$ cat config.mk
export PLATFORM = sky130hd
export DESIGN_NAME = utg_top
export DESIGN_NICKNAME = d
export VERILOG_FILES = /design/src/hdl/utg_pkg.sv /design/src/hdl/utg_ahb_slave.sv /design/src/hdl/utg_top.sv
export VERILOG_INCLUDE_DIRS = /design/src /design/src/hdl
export SDC_FILE = /design/constraint.sdc
export NUM_CORES = 1
export LEC_CHECK = 0
export BUFFER_PORTS_ARGS = -buffer_cell sky130_fd_sc_hd__buf_2
export CAP_MARGIN = 20
export CORE_ASPECT_RATIO = 1.1
export CORE_MARGIN = 2
export CORE_UTILIZATION = 51
export CTS_BUF_LIST = sky130_fd_sc_hd__clkbuf_2 sky130_fd_sc_hd__clkbuf_4 sky130_fd_sc_hd__clkbuf_8
export DETAILED_ROUTE_END_ITERATION = 16
export HOLD_SLACK_MARGIN = 0.08
export MAX_ROUTING_LAYER = met4
export PLACE_DENSITY = 0.93
export SLEW_MARGIN = 30
export SYNTH_ARGS = -nofsm -noshare
export SYNTH_HDL_FRONTEND = slang
export SYNTH_SLANG_ARGS = --single-unit
$ cat constraint.sdc
create_clock -name hclk -period 3.3 [get_ports hclk]
set_input_delay 0.33 -clock hclk [delete_from_list [all_inputs] [get_ports hclk]]
set_output_delay 0.33 -clock hclk [all_outputs]
set_load 0.01 [all_outputs]
$ cat src/hdl/utg_regs.svh
// Purpose: Register addresses, field positions and reset values of the transmit gate and multidrop block.
// Assumes: Word-aligned 32-bit registers on an AHB-Lite slave.
// Notes:   Definitions only; include by bare name.
`ifndef UTG_REGS_SVH
`define UTG_REGS_SVH

// Byte addresses of the registers.
`define UTG_TX_GATE_ADDR      32'h4000_8030
`define UTG_MD_CTRL_ADDR      32'h4000_804C
`define UTG_ADDR_MATCH_ADDR   32'h4000_8050
`define UTG_IRQ_STATUS_ADDR   32'h4000_8060
`define UTG_IRQ_MASK_ADDR     32'h4000_8064

// Transmit gate register.
`define UTG_TX_GATE_BIT       7
`define UTG_TX_GATE_RST       1'h1

// Multidrop control register fields.
`define UTG_MD_NMM_BIT        0
`define UTG_MD_RX_DISABLE_BIT      1
`define UTG_MD_AAD_BIT        2
`define UTG_MD_SEL_BIT        3
`define UTG_MD_ADIR_BIT       4
`define UTG_MD_INV_BIT        5
`define UTG_MD_CTRL_W         6
`define UTG_MD_CTRL_RST       6'h00
`define UTG_ADDR_MATCH_RST    8'h00

// Interrupt status and mask fields.
`define UTG_IRQ_ADDR_BIT      0
`define UTG_IRQ_TXDONE_BIT    1
`define UTG_IRQ_RXDROP_BIT    2
`define UTG_IRQ_W             3
`define UTG_IRQ_RST           3'h0

`endif

$ cat src/hdl/utg_pkg.sv
// Purpose: Types shared by the transmit gate and multidrop block.
// Assumes: Field widths come from utg_regs.svh.
// Notes:   The bus slave and the core each keep all their state in one packed struct.
`include "utg_regs.svh"

package utg_pkg;

	// State of the bus slave.
	typedef struct packed {
		logic [31:0] addr;
		logic        wr_pend;
		logic        rd_pend;
		logic        ready;
		logic [31:0] rdata;
	} utg_ahb_st_t;

	// State of the core.
	typedef struct packed {
		logic                  tx_gate;
		logic [`UTG_MD_CTRL_W-1:0] md_ctrl;
		logic [7:0]            match;
		logic [`UTG_IRQ_W-1:0] status;
		logic [`UTG_IRQ_W-1:0] mask;
		logic                  tx_load;
		logic                  tx_busy;
		logic                  dir_active;
		logic                  rts;
		logic                  dtr;
		logic                  rx_store;
		logic [8:0]            rx_data;
		logic                  irq;
	} utg_core_st_t;

endpackage

$ cat src/hdl/utg_ahb_slave.sv
// Purpose: AHB-Lite slave front end for the transmit gate and multidrop registers.
// Assumes: Single word transfers only; the response is always OKAY.
// Notes:   Writes take no wait state; reads take one so the returned word is always current.
`timescale 1ns/1ps
`default_nettype none

module utg_ahb_slave
	import utg_pkg::*;
(
	input  wire logic        hclk,
	input  wire logic        hresetn,
	input  wire logic        hsel,
	input  wire logic [31:0] haddr,
	input  wire logic [1:0]  htrans,
	input  wire logic        hwrite,
	input  wire logic        hready,
	input  wire logic [31:0] hwdata,
	input  wire logic [31:0] rd_data,
	output logic             hreadyout,
	output logic [31:0]      hrdata,
	output logic             hresp,
	output logic [31:0]      reg_addr,
	output logic             reg_wr,
	output logic [31:0]      reg_wdata
);

	utg_ahb_st_t s_q;
	utg_ahb_st_t s_d;
	logic        accept;

	// A transfer is taken on NONSEQ or SEQ while the bus is ready.
	assign accept = hsel && hready && htrans[1];

	// Address phase capture, write strobe and delayed read capture.
	always_comb begin
		s_d         = s_q;
		s_d.wr_pend = 1'b0;
		if (s_q.rd_pend) begin
			// The word is sampled one cycle late so a write just before it is already visible.
			s_d.rdata   = rd_data;
			s_d.rd_pend = 1'b0;
			s_d.ready   = 1'b1;
		end
		if (accept) begin
			s_d.addr    = haddr;
			s_d.wr_pend = hwrite;
			s_d.rd_pend = !hwrite;
			s_d.ready   = hwrite;
		end
	end

	always_ff @(posedge hclk or negedge hresetn) begin
		if (!hresetn) begin
			s_q <= '{addr: 32'h0000_0000, wr_pend: 1'b0, rd_pend: 1'b0, ready: 1'b1, rdata: 32'h0000_0000};
		end else begin
			s_q <= s_d;
		end
	end

	assign hreadyout = s_q.ready;
	assign hrdata    = s_q.rdata;
	assign hresp     = 1'b0;
	assign reg_addr  = s_q.addr;
	assign reg_wr    = s_q.wr_pend;
	assign reg_wdata = hwdata;

endmodule // utg_ahb_slave

`default_nettype wire

$ cat src/hdl/utg_top.sv
// Purpose: Transmit gating and multidrop (address filter, direction control) logic of a UART.
// Assumes: The transmit FIFO pops on tx_load; the shift register drops tx_shift_idle the cycle after.
// Notes:   Baud generation, driver delay and the FIFOs themselves live outside this block.
//
// Design decision made here: the AHB-Lite register port.
`timescale 1ns/1ps
`default_nettype none
`include "utg_regs.svh"

module utg_top
	import utg_pkg::*;
#(
	parameter int MATCH_W = 8
)(
	input  wire logic        hclk,
	input  wire logic        hresetn,
	input  wire logic        hsel,
	input  wire logic [31:0] haddr,
	input  wire logic [1:0]  htrans,
	input  wire logic        hwrite,
	input  wire logic [2:0]  hsize,
	input  wire logic        hready,
	input  wire logic [31:0] hwdata,
	output logic             hreadyout,
	output logic [31:0]      hrdata,
	output logic             hresp,
	input  wire logic        tx_fifo_valid,
	input  wire logic        tx_fifo_write,
	input  wire logic        tx_shift_idle,
	output logic             tx_load,
	input  wire logic        rx_byte_valid,
	input  wire logic [7:0]  rx_byte,
	input  wire logic        rx_parity,
	output logic             rx_store,
	output logic [8:0]       rx_store_data,
	input  wire logic        modem_rts,
	input  wire logic        modem_dtr,
	output logic             rts_out,
	output logic             dtr_out,
	output logic             irq
);

	// The address comparator is written for the documented byte-wide match value.
	generate
		if (MATCH_W != 8) begin : g_bad_match_w
			$error("utg_top supports MATCH_W of 8 only");
		end
	endgenerate

	utg_core_st_t c_q;
	utg_core_st_t c_d;
	logic [31:0]  reg_addr;
	logic         reg_wr;
	logic [31:0]  reg_wdata;
	logic [31:0]  rd_data;
	logic         tx_pending;
	logic         is_addr;
	logic         addr_hit;
	logic         nmm;
	logic         aad_mode;
	logic         rx_dis;
	logic         dir_level;
	logic [`UTG_IRQ_W-1:0] events;
	logic         unused_ok;

	// Only whole words are used; the transfer size carries no extra meaning here.
	assign unused_ok = &{1'b0, hsize};

	utg_ahb_slave u_slave (
		.hclk      (hclk),
		.hresetn   (hresetn),
		.hsel      (hsel),
		.haddr     (haddr),
		.htrans    (htrans),
		.hwrite    (hwrite),
		.hready    (hready),
		.hwdata    (hwdata),
		.rd_data   (rd_data),
		.hreadyout (hreadyout),
		.hrdata    (hrdata),
		.hresp     (hresp),
		.reg_addr  (reg_addr),
		.reg_wr    (reg_wr),
		.reg_wdata (reg_wdata)
	);

	// Read mux; reserved positions and unmapped addresses return zero.
	always_comb begin
		rd_data = 32'h0000_0000;
		case (reg_addr)
			`UTG_TX_GATE_ADDR: begin
				rd_data[`UTG_TX_GATE_BIT] = c_q.tx_gate;
			end
			`UTG_MD_CTRL_ADDR: begin
				rd_data[`UTG_MD_CTRL_W-1:0] = c_q.md_ctrl;
			end
			`UTG_ADDR_MATCH_ADDR: begin
				rd_data[7:0] = c_q.match;
			end
			`UTG_IRQ_STATUS_ADDR: begin
				rd_data[`UTG_IRQ_W-1:0] = c_q.status;
			end
			`UTG_IRQ_MASK_ADDR: begin
				rd_data[`UTG_IRQ_W-1:0] = c_q.mask;
			end
			default: begin
				rd_data = 32'h0000_0000;
			end
		endcase
	end

	// Decoded mode bits.
	assign nmm      = c_q.md_ctrl[`UTG_MD_NMM_BIT];
	assign aad_mode = nmm && c_q.md_ctrl[`UTG_MD_AAD_BIT];
	assign rx_dis   = c_q.md_ctrl[`UTG_MD_RX_DISABLE_BIT];

	// In multidrop mode the ninth bit set is what marks an address character.
	assign is_addr  = nmm && rx_parity;
	assign addr_hit = (rx_byte == c_q.match);

	// Transmit data is pending while the FIFO holds data, a load is in flight, or a character shifts.
	assign tx_pending = tx_fifo_valid || c_q.tx_load || !tx_shift_idle;

	// Direction level for the selected pin; idle is high unless inverted.
	assign dir_level = c_q.dir_active ^ !c_q.md_ctrl[`UTG_MD_INV_BIT];

	// Next state of the whole core.
	always_comb begin
		c_d          = c_q;
		events       = '0;
		c_d.tx_load  = 1'b0;
		c_d.rx_store = 1'b0;

		// Software writes come first so that hardware updates below take priority over them.
		if (reg_wr) begin
			case (reg_addr)
				`UTG_TX_GATE_ADDR: begin
					c_d.tx_gate = reg_wdata[`UTG_TX_GATE_BIT];
				end
				`UTG_MD_CTRL_ADDR: begin
					c_d.md_ctrl = reg_wdata[`UTG_MD_CTRL_W-1:0];
				end
				`UTG_ADDR_MATCH_ADDR: begin
					c_d.match = reg_wdata[7:0];
				end
				`UTG_IRQ_STATUS_ADDR: begin
					c_d.status = c_q.status & ~reg_wdata[`UTG_IRQ_W-1:0];
				end
				`UTG_IRQ_MASK_ADDR: begin
					c_d.mask = reg_wdata[`UTG_IRQ_W-1:0];
				end
				default: begin
					c_d.match = c_d.match;
				end
			endcase
		end

		// One load per idle shifter; the cycle after a load is skipped so the FIFO and
		// shifter can report the pop before the next decision.
		// A cleared gate only stops the next load, never the character already shifting.
		if (c_q.tx_gate && tx_fifo_valid && tx_shift_idle && !c_q.tx_load) begin
			c_d.tx_load = 1'b1;
		end

		// Transmitter drained: report it once when pending falls.
		c_d.tx_busy = tx_pending;
		if (c_q.tx_busy && !tx_pending) begin
			events[`UTG_IRQ_TXDONE_BIT] = 1'b1;
		end

		// Direction request raised by a FIFO write and dropped once the last bit has left.
		if (tx_fifo_write) begin
			c_d.dir_active = 1'b1;
		end else if (!tx_pending) begin
			c_d.dir_active = 1'b0;
		end

		// Pin drive; with direction control off both pins follow the modem sources.
		c_d.rts = modem_rts;
		c_d.dtr = modem_dtr;
		if (c_q.md_ctrl[`UTG_MD_ADIR_BIT]) begin
			if (c_q.md_ctrl[`UTG_MD_SEL_BIT]) begin
				c_d.dtr = dir_level;
			end else begin
				c_d.rts = dir_level;
			end
		end

		// Receive filter.
		if (rx_byte_valid) begin
			c_d.rx_data = {rx_parity, rx_byte};
			if (is_addr) begin
				events[`UTG_IRQ_ADDR_BIT] = 1'b1;
			end
			if (aad_mode && is_addr) begin
				// A matching address always lands and opens the receiver; a foreign one closes it.
				if (addr_hit) begin
					c_d.rx_store                  = 1'b1;
					c_d.md_ctrl[`UTG_MD_RX_DISABLE_BIT] = 1'b0;
				end else begin
					c_d.md_ctrl[`UTG_MD_RX_DISABLE_BIT] = 1'b1;
					events[`UTG_IRQ_RXDROP_BIT]    = 1'b1;
				end
			end else if (!rx_dis) begin
				c_d.rx_store = 1'b1;
			end else if (is_addr && !aad_mode) begin
				// Normal multidrop keeps addresses so software can decide on the data that follows.
				c_d.rx_store = 1'b1;
			end else begin
				events[`UTG_IRQ_RXDROP_BIT] = 1'b1;
			end
		end

		// Sticky status; a new event wins over a clear in the same cycle.
		c_d.status = c_d.status | events;
		c_d.irq    = |(c_d.status & c_d.mask);
	end

	// State register; the gate bit comes up set so characters flow right after reset.
	always_ff @(posedge hclk or negedge hresetn) begin
		if (!hresetn) begin
			c_q            <= '0;
			c_q.tx_gate    <= `UTG_TX_GATE_RST;
			c_q.md_ctrl    <= `UTG_MD_CTRL_RST;
			c_q.match      <= `UTG_ADDR_MATCH_RST;
			c_q.status     <= `UTG_IRQ_RST;
			c_q.mask       <= `UTG_IRQ_RST;
			c_q.rts        <= 1'b1;
			c_q.dtr        <= 1'b1;
		end else begin
			c_q <= c_d;
		end
	end

	// Every output comes straight from the state register.
	assign tx_load       = c_q.tx_load;
	assign rx_store      = c_q.rx_store;
	assign rx_store_data = c_q.rx_data;
	assign rts_out       = c_q.rts;
	assign dtr_out       = c_q.dtr;
	assign irq           = c_q.irq;

endmodule // utg_top

`default_nettype wire

==> reports/results.tsv <==
stage	metric	value	unit
outcome	status	finished clean	
global_routing	globalRouteTotalUtil	0.1959	
synth	netlist_instances	315	
sta	timing_hold_violations_final	0	
finish	mostFrequentLayoutCell	buf_2	
critical_path	crit_path_dat	2.66	ns
finish	finalNonFillerCells	478	
sta	drv_slew	0	
synth	synth_top_flop_cell	dfrtp_1	
critical_path	worst-path-stages	5	
detailed_routing	vias_per_cell	5.328	
clocking	clk_path_buf_depth	2	
finish	post-route-cell-area	4332	sq um
finish	numnets_final	475	
global_routing	grtUsageMet3	0.03671	
sta	final.period_utilization	0.7381	
finish	syn_to_final_growth	13.88	%
critical_path	worstPathBufferInverterCount	0	
critical_path	crit_path_top_delay_cell	or4b_4	
sta	relSlewSlack	0.5376	
critical_path	crit_family	simple AND/OR/NAND/NOR gates	
clocking	post_cts_resized	0	
sta	finalClockSkew	0.004676	ns
sta	finalWorstSetupSlack	0.8643	ns
global_routing	grt_most_used_layer	met2	
synth	ys_async_sr_fraction	1.000	
sta	holdWs	0.1438	ns
clocking	tritoncts	yes	
synth	synthesis.yosys.warnings	0	
sta	rsz_0062_raised_after_global_routing	false	
detailed_routing	drt_drc	0	
synth	complex_gate_fraction_of_the_synthesized_area	0.05888	
die	io-pin-count	137	
placement	numPlacedInstances	461	
sta	setup_viol_count_final	0	
sta	maxClockFrequency	0.4106	GHz
finish	commonest_cells_after_routing_fill_and_taps_aside	buf_2 (82), dfrtp_1 (76), mux2_2 (56), conb_1 (25), inv_1 (17)	
die	core	7350	sq um
detailed_routing	detail_route.iter0.violations	149	
synth	synth_xor_xnor_area_share	0.02072	
global_routing	global_route.usage.met2	0.3224	
hold_path	min_delay_path_depth	2	
clocking	postCtsSetupRepairBufs	0	
placement	place_congestion	0.7871	
sta	fin_crit	2.436	ns
synth	mappedNetlistArea	3804	sq um
critical_path	setup.worst_path.class	flip-flop to flip-flop	
critical_path	cp_slowest_stage_delay	0.56	ns
clocking	clkSinkCount	80	
global_routing	grt_antenna_before_repair	0	
finish	area_taken_by_multi_input_logic_gates	1476	sq um
global_routing	gr-total-overflow	0	
detailed_routing	drt-pass1-iter-count	4	
placement	preCtsSetupSlack	0.8460	ns
clocking	clock_tree.root_cell	clkbuf_8	
finish	final-seq-area	2007	sq um
synth	synth-edff-count	0	
clocking	clock_tree.htree_level_count	3	
pwr	design_power_total	2.266	mW
die	die_h	94.58	um
critical_path	crit_path_cell_trace	or4b_4 -> or4_4 -> or3_1 -> a221oi_2 -> o221ai_1	
placement	port_buffers	83	
global_routing	grt_pass1_wl	11810	um
critical_path	cp.required	3.52	ns
run	cap_viol_max_count	0	
placement	placedInstanceArea	4089	sq um
placement	place.detailed.hpwl	5422	um
detailed_routing	detailroute.via_count	2547	
pwr	power_per_cell_area	523.0	nW/um^2
finish	post_route_cells_drive_above_1_share	0.4348	
synth	synth_top_family_by_area	multiplexers	
die	chipWidth	86.34	um
synth	synthesis.area_per_instance	12.08	sq um
clocking	clk_pin_slew_worst_paths	0.08	ns
synth	yosysSeqAreaShare	0.5276	
global_routing	grt_util_met1	0.2362	
detailed_routing	routed_wire_length_per_instance	14.94	um
sta	worstMarginPinSlew	0.6839	ns
die	die_area	8166	sq um
synth	synth_adder_area_share	0	
clocking	cts-buffers-inserted	9	
finish	antenna-diode-count	0	
synth	synth.ff_latch_count	80	
detailed_routing	routed_wl	7143	um
synth	simple_gate_portion_of_the_synthesized_area	0.09967	
pwr	ir_drop	0.0003551	V
global_routing	via_count_of_the_first_global_routing_pass	2529	
clocking	clock_latency	0.35	ns
detailed_routing	route.antenna.remaining_nets	0	
synth	post_synth_mux_area_share	0.1842	
critical_path	critical_path_capture_point_type	flip-flop	
global_routing	maximum_number_of_pins_on_one_net_before_global_route_repair	81	
hold_path	min-delay-path-class	input port to flip-flop	
critical_path	worstSetupStartpointType	flip-flop	
critical_path	cp_max_fo	4	
die	num_rows	33	
critical_path	ff2ff_path_depth	5	
finish	nFillCells	621	
finish	postLayoutCoreUtil	0.5894	
die	initial_utilization	0.5175	
pwr	total_leakage_power	2.076	nW
sta	tns	0	ns
synth	synthDistinctLibCells	44	
clocking	postCtsHoldBufs	0	
[Yosys cell counts (3+ instances only)]
| library cell | count | area [sq um] |
|---|---|---|
| a21oi_1 | 5 | 25.02 |
| nor4_1 | 8 | 50.05 |
| o22ai_1 | 4 | 25.02 |
| mux2i_1 | 7 | 70.07 |
| nor4b_1 | 3 | 26.28 |
| a32oi_1 | 4 | 35.03 |
| o21ai_0 | 5 | 25.02 |
| dfstp_2 | 4 | 105.1 |
| mux2_2 | 56 | 630.6 |
| clkbuf_1 | 7 | 26.28 |
| buf_4 | 42 | 315.3 |
| xor2_1 | 8 | 70.07 |
| and3_1 | 5 | 31.28 |
| nand3_1 | 5 | 25.02 |
| dfrtp_1 | 76 | 1902 |
| nor3_1 | 3 | 15.01 |
| nor2_1 | 10 | 37.54 |
| nor3b_1 | 3 | 22.52 |
| nand2_1 | 12 | 45.04 |
| inv_1 | 17 | 63.81 |
| nand4_1 | 3 | 18.77 |
[worst reg2reg max path, cell delays in order (launching register included)]
cell,delay [ns]
dfrtp_1,0.41
or4b_4,0.56
or4_4,0.50
or3_1,0.34
a221oi_2,0.33
o221ai_1,0.16
[registers in the layout (all words and copies together) (netlist names), 8 cells and up]
signal / count
c_q: 23
u_slave.reg_addr: 32
rx_store_data: 9
u_slave.hrdata: 8
[cells by family (layout without fill, tap and decap cells)]
| logic type | after synthesis | in the layout |
|---|---|---|
| xor+xnor | 9 | 9 |
| compound gates | 30 | 30 |
| simple gates | 65 | 65 |
| other cells | 1 | 25 |
| buf+inv | 67 | 119 |
| flops | 80 | 80 |
| mux | 63 | 63 |
[worst paths after layout]
check                                            startpoint                               end  slack, ns
setup / recovery           u_slave.reg_addr[23]$_DFFE_PN0P_                     irq$_DFF_PN0_       0.86
hold / removal                                       hwrite         u_slave.s_q[33]$_DFF_PN0_       0.14
setup reg to reg           u_slave.reg_addr[23]$_DFFE_PN0P_                     irq$_DFF_PN0_       0.86
hold reg to reg                rx_store_data[8]$_DFFE_PN0P_      rx_store_data[8]$_DFFE_PN0P_       0.51
max in group asynchronous                           hresetn      rx_store_data[7]$_DFFE_PN0P_       2.28
min in group asynchronous                           hresetn  u_slave.reg_addr[17]$_DFFE_PN0P_       0.57
[per-layer routing]
layer	part of all wire	up-vias
li1	-	1202
met1	0.42	1228
met2	0.50	103
met3	0.054	14
met4	0.023	0
met5	0	-
[layout make-up]
type,instances,share of cell area
Tap cell,87,0.02513
Clock inverter,6,0.02109
Clock buffer,10,0.03177
Sequential cell,80,0.4633
Multi-Input combinational cell,192,0.3408
Timing Repair Buffer,86,0.1031
Inverter,17,0.01473
[power breakdown]
part,internal [mW],switching [mW],total [mW]
Combinational,0.156,0.137,0.293
Clock,0.449,0.357,0.805
Sequential,1.09,0.0767,1.17
Power figures use the tool's default switching activity.
